## config.mk

```make
export PLATFORM = sky130hd
export DESIGN_NAME = fsim_top
export DESIGN_NICKNAME = d
export VERILOG_FILES = /design/src/verilog/fsim_pkg.sv /design/src/verilog/fsim_link_if.sv /design/src/verilog/fsim_flag_bank.sv /design/src/verilog/fsim_irq_gate.sv /design/src/verilog/fsim_top.sv
export SDC_FILE = /design/constraint.sdc
export NUM_CORES = 1
export LEC_CHECK = 0
export ABC_AREA = 1
export BUFFER_PORTS_ARGS = -buffer_cell sky130_fd_sc_hd__buf_4
export CORE_MARGIN = 4
export CORE_UTILIZATION = 60
export DETAILED_ROUTE_END_ITERATION = 8
export PLACE_DENSITY_LB_ADDON = 0.2
export SYNTH_ARGS = -nofsm -noshare
export SYNTH_HDL_FRONTEND = slang
export SYNTH_SLANG_ARGS = --single-unit
```

## constraint.sdc

```tcl
create_clock -name i_sys_clk -period 2.9 [get_ports i_sys_clk]
set_clock_uncertainty 0.15 [all_clocks]
set_input_delay 0.58 -clock i_sys_clk [delete_from_list [all_inputs] [get_ports i_sys_clk]]
set_output_delay 0.58 -clock i_sys_clk [all_outputs]
set_load 0.01 [all_outputs]
```

## src/verilog/fsim_pkg.sv

```systemverilog
package fsim_pkg;

  // flag vector layout, shared by bank, gate and register file
  localparam int unsigned FLAG_W = 5;
  localparam int unsigned FLAG_OC = 0;
  localparam int unsigned FLAG_OT = 1;
  localparam int unsigned FLAG_DROOP = 2;
  localparam int unsigned FLAG_DONE = 3;
  localparam int unsigned FLAG_FAULT = 4;

  // register offsets and reset values
  localparam logic [7:0] REG_STATUS = 8'h01;
  localparam logic [7:0] REG_MASK = 8'h02;
  localparam logic [4:0] MASK_RESET = 5'h18;
  localparam logic [2:0] RESV_RESET = 3'h0;
  localparam logic [7:0] RDATA_UNMAPPED = 8'h00;

  // field positions inside the bytes
  localparam int unsigned STAT_FAULT_POS = 7;
  localparam int unsigned STAT_RESV_LSB = 4;
  localparam int unsigned MASK_RESV_LSB = 5;

  // serial bus
  localparam logic [6:0] DEV_ADDR_DEFAULT = 7'h2a;
  localparam logic [3:0] BYTE_BITS = 4'h8;

  // synchroniser lanes
  localparam int unsigned SYNC_W = 6;
  localparam int unsigned SYNC_SCL = 0;
  localparam int unsigned SYNC_SDA = 1;
  localparam int unsigned SYNC_DROOP = 2;
  localparam int unsigned SYNC_OT = 3;
  localparam int unsigned SYNC_OCP = 4;
  localparam int unsigned SYNC_OCN = 5;

  typedef enum logic [8:0] {
    ST_IDLE  = 9'h001,
    ST_ADDR  = 9'h002,
    ST_ACK_A = 9'h004,
    ST_REG   = 9'h008,
    ST_ACK_R = 9'h010,
    ST_WR    = 9'h020,
    ST_ACK_W = 9'h040,
    ST_RD    = 9'h080,
    ST_MACK  = 9'h100
  } fsim_bus_st_t;

endpackage

```

## src/verilog/fsim_link_if.sv

```systemverilog
`timescale 1ns/1ns
interface fsim_link_if;
  logic [fsim_pkg::FLAG_W-1:0] set;
  logic clr;
  logic [fsim_pkg::FLAG_W-1:0] flags;
  logic [fsim_pkg::FLAG_W-1:0] mask;
  logic irq_mode;
  logic pin_oe;

  modport ctl (output set, output clr, output mask, output irq_mode, input flags, input pin_oe);
  modport bank (input set, input clr, output flags);
  modport gate (input flags, input mask, input irq_mode, output pin_oe);
endinterface

```

## src/verilog/fsim_flag_bank.sv

```systemverilog
`timescale 1ns/1ns
module fsim_flag_bank (
  // clock and reset
  input wire logic i_sys_clk,
  input wire logic i_rstn,
  // flags
  fsim_link_if.bank lnk
);
  typedef struct packed {
    logic [fsim_pkg::FLAG_W-1:0] flags;
  } fsim_bank_state_t;

  fsim_bank_state_t r;
  fsim_bank_state_t n;

  // set beats clear so an event during the read is kept
  always_comb begin
    n = r;
    n.flags = lnk.set | (r.flags & ~({fsim_pkg::FLAG_W{lnk.clr}}));
  end

  always_ff @(posedge i_sys_clk or negedge i_rstn) begin
    if (!i_rstn) begin
      r <= '0;
    end else begin
      r <= n;
    end
  end

  assign lnk.flags = r.flags;
endmodule // fsim_flag_bank

```

## src/verilog/fsim_irq_gate.sv

```systemverilog
`timescale 1ns/1ns
module fsim_irq_gate (
  // clock and reset
  input wire logic i_sys_clk,
  input wire logic i_rstn,
  // flags in, pin enable out
  fsim_link_if.gate lnk
);
  typedef struct packed {
    logic pin_oe;
  } fsim_gate_state_t;

  fsim_gate_state_t r;
  fsim_gate_state_t n;

  always_comb begin
    n = r;
    // outside interrupt mode the pin is a trigger input, never driven
    n.pin_oe = lnk.irq_mode & (|(lnk.flags & ~lnk.mask));
  end

  always_ff @(posedge i_sys_clk or negedge i_rstn) begin
    if (!i_rstn) begin
      r <= '0;
    end else begin
      r <= n;
    end
  end

  assign lnk.pin_oe = r.pin_oe;
endmodule // fsim_irq_gate

```

## src/verilog/fsim_top.sv

```systemverilog
// Contract
// - diagnostics fault sets fault result flag
// - calibration failure sets same fault flag
// - flags sticky, cleared only by status read
// - sequence, diagnostics or calibration end sets done
// - supply below droop threshold sets droop flag
// - die over temperature sets thermal flag
// - overcurrent on either output sets flag
// - mask bit one blocks its flag's interrupt
// - mask matters only in interrupt pin mode
// - mask resets to 24, upper bits zero
`timescale 1ns/1ns
module fsim_top #(
  parameter logic [6:0] DEV_ADDR = fsim_pkg::DEV_ADDR_DEFAULT
) (
  // clock and reset
  input wire logic i_sys_clk,
  input wire logic i_rstn,
  // serial control bus, open drain data
  input wire logic i_scl,
  input wire logic i_sda,
  output logic o_sda_o,
  output logic o_sda_oe,
  // engine events, same clock
  input wire logic i_diag_active,
  input wire logic i_diag_fault,
  input wire logic i_cal_active,
  input wire logic i_cal_fail,
  input wire logic i_seq_done,
  input wire logic i_diag_done,
  input wire logic i_cal_done,
  // analog protection comparators, asynchronous
  input wire logic i_droop_cmp,
  input wire logic i_over_temp,
  input wire logic i_oc_pos,
  input wire logic i_oc_neg,
  // trigger_irq_pin function, same clock
  input wire logic i_pin_irq_mode,
  // trigger_irq_pin, open drain active low
  output logic o_irq_pin_o,
  output logic o_irq_pin_oe
);

  typedef struct packed {
    logic [fsim_pkg::SYNC_W-1:0] sync1;
    logic [fsim_pkg::SYNC_W-1:0] sync2;
    logic scl_d;
    logic sda_d;
    fsim_pkg::fsim_bus_st_t st;
    logic [3:0] cnt;
    logic [7:0] shreg;
    logic rw;
    logic nack;
    logic [7:0] ptr;
    logic sda_o;
    logic sda_oe;
    logic [2:0] stat_resv;
    logic [2:0] mask_resv;
    logic [fsim_pkg::FLAG_W-1:0] mask;
    logic clr;
    logic irq_o;
  } fsim_top_state_t;

  fsim_top_state_t r;
  fsim_top_state_t n;

  fsim_link_if lnk ();

  logic scl_s;
  logic sda_s;
  logic scl_rise;
  logic scl_fall;
  logic bus_start;
  logic bus_stop;
  logic [7:0] rdata;

  // the second stage alone feeds logic; the first is read only by it
  assign scl_s = r.sync2[fsim_pkg::SYNC_SCL];
  assign sda_s = r.sync2[fsim_pkg::SYNC_SDA];
  assign scl_rise = scl_s & ~r.scl_d;
  assign scl_fall = ~scl_s & r.scl_d;
  assign bus_start = scl_s & r.scl_d & r.sda_d & ~sda_s;
  assign bus_stop = scl_s & r.scl_d & ~r.sda_d & sda_s;

  // flag sources
  assign lnk.set[fsim_pkg::FLAG_OC] = r.sync2[fsim_pkg::SYNC_OCP] | r.sync2[fsim_pkg::SYNC_OCN];
  assign lnk.set[fsim_pkg::FLAG_OT] = r.sync2[fsim_pkg::SYNC_OT];
  // comparator trips at the droop_threshold level set elsewhere
  assign lnk.set[fsim_pkg::FLAG_DROOP] = r.sync2[fsim_pkg::SYNC_DROOP];
  assign lnk.set[fsim_pkg::FLAG_DONE] = i_seq_done | i_diag_done | i_cal_done;
  assign lnk.set[fsim_pkg::FLAG_FAULT] = (i_diag_active & i_diag_fault)
                                       | (i_cal_active & i_cal_fail);
  assign lnk.clr = r.clr;
  assign lnk.mask = r.mask;
  assign lnk.irq_mode = i_pin_irq_mode;

  fsim_flag_bank u_bank (
    .i_sys_clk (i_sys_clk),
    .i_rstn (i_rstn),
    .lnk (lnk.bank)
  );

  fsim_irq_gate u_gate (
    .i_sys_clk (i_sys_clk),
    .i_rstn (i_rstn),
    .lnk (lnk.gate)
  );

  // read mux; offsets outside this block read as zero
  always_comb begin
    rdata = fsim_pkg::RDATA_UNMAPPED;
    if (r.ptr == fsim_pkg::REG_STATUS) begin
      rdata[fsim_pkg::STAT_FAULT_POS] = lnk.flags[fsim_pkg::FLAG_FAULT];
      rdata[fsim_pkg::STAT_RESV_LSB +: 3] = r.stat_resv;
      rdata[fsim_pkg::FLAG_DONE:0] = lnk.flags[fsim_pkg::FLAG_DONE:0];
    end else if (r.ptr == fsim_pkg::REG_MASK) begin
      rdata[fsim_pkg::MASK_RESV_LSB +: 3] = r.mask_resv;
      rdata[fsim_pkg::FLAG_W-1:0] = r.mask;
    end
  end

  always_comb begin
    n = r;
    n.sync1 = {i_oc_neg, i_oc_pos, i_over_temp, i_droop_cmp, i_sda, i_scl};
    n.sync2 = r.sync1;
    n.scl_d = scl_s;
    n.sda_d = sda_s;
    n.clr = 1'b0;
    n.sda_o = 1'b0;
    n.irq_o = 1'b0;
    if (bus_start) begin
      // repeated start is accepted from any state
      n.st = fsim_pkg::ST_ADDR;
      n.cnt = 4'h0;
      n.sda_oe = 1'b0;
    end else if (bus_stop) begin
      n.st = fsim_pkg::ST_IDLE;
      n.sda_oe = 1'b0;
    end else if (scl_rise) begin
      case (r.st)
        fsim_pkg::ST_ADDR, fsim_pkg::ST_REG, fsim_pkg::ST_WR: begin
          n.shreg = {r.shreg[6:0], sda_s};
          n.cnt = r.cnt + 4'h1;
        end
        fsim_pkg::ST_RD: begin
          n.cnt = r.cnt + 4'h1;
        end
        fsim_pkg::ST_MACK: begin
          n.nack = sda_s;
        end
        default: begin
        end
      endcase
    end else if (scl_fall) begin
      case (r.st)
        fsim_pkg::ST_ADDR: begin
          if (r.cnt == fsim_pkg::BYTE_BITS) begin
            if (r.shreg[7:1] == DEV_ADDR) begin
              n.rw = r.shreg[0];
              n.sda_oe = 1'b1;
              n.st = fsim_pkg::ST_ACK_A;
            end else begin
              n.st = fsim_pkg::ST_IDLE;
            end
          end
        end
        fsim_pkg::ST_ACK_A: begin
          if (r.rw) begin
            n.sda_oe = ~rdata[7];
            n.shreg = {rdata[6:0], 1'b0};
            n.cnt = 4'h0;
            n.ptr = r.ptr + 8'h01;
            // clearing at load time: the byte already holds the flags
            n.clr = (r.ptr == fsim_pkg::REG_STATUS);
            n.st = fsim_pkg::ST_RD;
          end else begin
            n.sda_oe = 1'b0;
            n.cnt = 4'h0;
            n.st = fsim_pkg::ST_REG;
          end
        end
        fsim_pkg::ST_REG: begin
          if (r.cnt == fsim_pkg::BYTE_BITS) begin
            n.ptr = r.shreg;
            n.sda_oe = 1'b1;
            n.st = fsim_pkg::ST_ACK_R;
          end
        end
        fsim_pkg::ST_ACK_R, fsim_pkg::ST_ACK_W: begin
          n.sda_oe = 1'b0;
          n.cnt = 4'h0;
          n.st = fsim_pkg::ST_WR;
        end
        fsim_pkg::ST_WR: begin
          if (r.cnt == fsim_pkg::BYTE_BITS) begin
            // status flags are read only; only its spare bits store
            if (r.ptr == fsim_pkg::REG_STATUS) begin
              n.stat_resv = r.shreg[fsim_pkg::STAT_RESV_LSB +: 3];
            end else if (r.ptr == fsim_pkg::REG_MASK) begin
              n.mask_resv = r.shreg[fsim_pkg::MASK_RESV_LSB +: 3];
              n.mask = r.shreg[fsim_pkg::FLAG_W-1:0];
            end
            n.ptr = r.ptr + 8'h01;
            n.sda_oe = 1'b1;
            n.st = fsim_pkg::ST_ACK_W;
          end
        end
        fsim_pkg::ST_RD: begin
          if (r.cnt == fsim_pkg::BYTE_BITS) begin
            n.sda_oe = 1'b0;
            n.st = fsim_pkg::ST_MACK;
          end else begin
            n.sda_oe = ~r.shreg[7];
            n.shreg = {r.shreg[6:0], 1'b0};
          end
        end
        fsim_pkg::ST_MACK: begin
          if (r.nack) begin
            n.st = fsim_pkg::ST_IDLE;
          end else begin
            n.sda_oe = ~rdata[7];
            n.shreg = {rdata[6:0], 1'b0};
            n.cnt = 4'h0;
            n.ptr = r.ptr + 8'h01;
            n.clr = (r.ptr == fsim_pkg::REG_STATUS);
            n.st = fsim_pkg::ST_RD;
          end
        end
        default: begin
          n.st = fsim_pkg::ST_IDLE;
          n.sda_oe = 1'b0;
        end
      endcase
    end
  end

  always_ff @(posedge i_sys_clk or negedge i_rstn) begin
    if (!i_rstn) begin
      r.sync1 <= '0;
      r.sync2 <= '0;
      r.scl_d <= 1'b0;
      r.sda_d <= 1'b0;
      r.st <= fsim_pkg::ST_IDLE;
      r.cnt <= 4'h0;
      r.shreg <= 8'h00;
      r.rw <= 1'b0;
      r.nack <= 1'b0;
      r.ptr <= 8'h00;
      r.sda_o <= 1'b0;
      r.sda_oe <= 1'b0;
      r.stat_resv <= fsim_pkg::RESV_RESET;
      r.mask_resv <= fsim_pkg::RESV_RESET;
      r.mask <= fsim_pkg::MASK_RESET;
      r.clr <= 1'b0;
      r.irq_o <= 1'b0;
    end else begin
      r <= n;
    end
  end

  assign o_sda_o = r.sda_o;
  assign o_sda_oe = r.sda_oe;
  assign o_irq_pin_o = r.irq_o;
  assign o_irq_pin_oe = lnk.pin_oe;

endmodule // fsim_top
```

==> metrics.yaml <==
crit_required_ns: 3.00
dp_hpwl_um: 6320
gp_congestion: 0.907
postSynthCellCount: 482
numCtsBuffers: 9
fmax_mhz: 453
start_util: 0.626
synth-simple-area-share: 0.346
cts_setup_buffers: 0
clk_latency_ns: 0.36
htreeDepth: 3
final.min_clock_period_ns: 2.21
ant_nets: 0
synth_compound_area_frac: 0.100
reg2reg_slack_ns: 0.69
path_class: "flop to flop"
r2r-end: "r[30]$_DFFE_PN0P_"
synth_top_flop_cell: "dfrtp_1"
worst-path-max-fanout: 10
avgSynthCellArea_um2: 7.78
start_kind: "flop"
cts_resized: 0
yosysTopAreaCellShare: 0.407
status: "completed"
peakVddDrop_mv: 0.579
insertedDiodeCount: 0
yosysMostFrequentCell: "nand2_1"
drc: 0
path_clk_slew_ns: 0.08
ys_ff_latch: 64
fp.dieH_um: 87.1
cts_max_path_buffers: 2
core_um2: 5990
hp-class: "primary input to asynchronous set/reset pin"
end_kind: "flop"
finalHoldViolCount: 0
rsz0062_at_grt: "false"
final_core_util: 0.688
first_global_vias: 3185
wire_per_inst_um: 14.7
cts_tree: "yes"
floorplan.rows: 28
area_delta_synth_final_pct: 9.90
overflow: 0
ys_seq_area_frac: 0.428
drt_iter0_markers: 208
grt_pass1_wl_um: 14800
async_flop_share: 1.00
cts_hold_buf: 0
viasPerCell: 5.56
ctsRootBufferMaster: "clkbuf_8"
drt-total-wl_um: 8580
period_share: 0.761
synthXorXnorAreaFrac: 0.0163
rr_worst_depth: 9
synth_edf_count: 0
power.density_nw_per_um2: 718
synth_adder_area_share: 0.0267
fillers: 476
grt.total_usage: 0.253
netlist_top_cells_count: "nand2_1, dfrtp_1, inv_1, nand3_1, nor2_1"
finalSetupTns_ns: 0
dieArea_um2: 7580
slew_viol_final: 0
critPathArrivalTime_ns: 2.31
synth_top_family_by_area: "simple AND/OR/NAND/NOR gates"
cts.sinks: 64
die_x_um: 87.1
grt_max_degree: 65
antenna_found_initial: 0
synthMuxAreaShare: 0
io_buffers: 17
yosys_warnings: 0
via_count: 3253
r2r-start: "r[47]$_DFF_PN0_"
firstDrtPassIters: 5
maxCapViolCount: 0
worstMarginPinSlew_ns: 0.787
yosys.area.top_type: "dfrtp_1"
relSlewSlack: 0.475
leakage_nw: 2.09
num_io_pins: 20
synth_area_leaders: "dfrtp_1, nand2_1, nand3_1, inv_1, nor2_1"
layout.nets: 529
setup_viol: 0
ys_types: 36
syn_area_um2: 3750
drive_above_1_share: 0.182
==> power breakdown <==
part	internal, mW	switching [mW]	leakage, nW
clock network	0.398	0.382	0.103
logic	0.348	0.682	1.18
registers	1.01	0.140	0.797
total	1.76	1.20	2.09
==> sequential cells by signal, summed over array words and instances, names as in the netlist <==
| register | flops |
|---|---|
| u_bank.lnk.flags | 5 |
| lnk.mask | 5 |
| o_sda_oe | 1 |
| lnk.clr | 1 |
| r | 41 |
| n | 8 |
| lnk.set | 2 |
| u_gate.lnk.pin_oe | 1 |
==> logic make-up after synthesis <==
group	count (synthesis)
AOI/OAI and AO/OA	59
xor gates and xnor gates	7
adders and majority gates	8
buffers and inverters	73
DFF	64
other	1
and+or+nand+nor	270
==> worst max-delay path by stage <==
stage	start	to	slack [ns]
after floorplan	r[47]$_DFF_PN0_	r[9]$_DFFE_PN0P_	1.04
after global placement	r[47]$_DFF_PN0_	r[25]$_DFFE_PN0P_	0.85
after detailed placement	r[47]$_DFF_PN0_	r[30]$_DFFE_PN0P_	0.74
after CTS	r[47]$_DFF_PN0_	r[30]$_DFFE_PN0P_	0.72
after global routing	r[47]$_DFF_PN0_	r[21]$_DFFE_PN0P_	0.58
final	r[47]$_DFF_PN0_	r[30]$_DFFE_PN0P_	0.69
==> layer usage <==
metal | GRT usage | vias up | wire length, um
met3 | 0.0407 | 25 | 479
met5 | 0 | - | 0
li1 | - | 1579 | -
met2 | 0.404 | 109 | 4160
met1 | 0.331 | 1540 | 3690
met4 | 0.132 | 0 | 263
==> metrics by stage <==
| stage | instance area, um^2 | worst slack [ns] | hold WS, ns | cells | power, mW |
|---|---|---|---|---|---|
| floorplan | 3760 | 1.04 | 0.134 | 483 | 1.93 |
| global placement | 3930 | 0.850 | 0.182 | 569 | 2.17 |
| detailed placement | 3930 | 0.737 | 0.185 | 569 | 2.19 |
| CTS | 4120 | 0.716 | 0.168 | 585 | 2.97 |
| global route | 4120 | 0.577 | 0.164 | 585 | 3.17 |
| finish | 4120 | 0.693 | 0.144 | 585 | 2.96 |
==> final cells by class <==
type                            instances  area, um^2  share of cell area
Clock buffer                            9         124              0.0300
Sequential cell                        64        1610               0.389
Multi-Input combinational cell        346        1840               0.447
Inverter                               65         244              0.0592
Clock inverter                          7        71.3              0.0173
Timing Repair Buffer                   19         143              0.0346
Tap cell                               75        93.8              0.0228
==> worst max-delay path, stage by stage, from the launching register on <==
cell and delay (ns):
dfrtp_1 0.41, inv_1 0.06, ha_1 0.39, inv_1 0.18, nand2_1 0.11, o21bai_1 0.11, nor2_4 0.24, nand4_2 0.25
nand2_1 0.14, nand2_1 0.06
==> cell usage in the layout (no fill, tap or decap) <==
cell type,count
nand3_2,6
nor2_4,7
nor3_1,3
clkinv_4,2
inv_1,59
dfstp_2,3
conb_1,2
nor2_1,45
nor3_4,1
o21ai_1,4
clkinv_2,3
xor2_1,7
a21o_1,1
o21ai_0,23
and3_1,1
clkbuf_8,9
o221ai_1,1
nand3_1,45
a31oi_1,1
nor2_8,1
inv_2,6
inv_6,1
nand4_2,1
bufinv_16,1
nand2_1,135
o21bai_1,2
nand2_2,8
ha_1,8
nor2_2,6
dfrtp_1,61
nand2_4,2
nand3_4,2
nand4_1,7
o22ai_1,2
a2111o_1,1
a21oi_1,8
o21a_1,1
o21ai_2,15
buf_4,19
No activity file was read; power rests on OpenSTA's default activity.
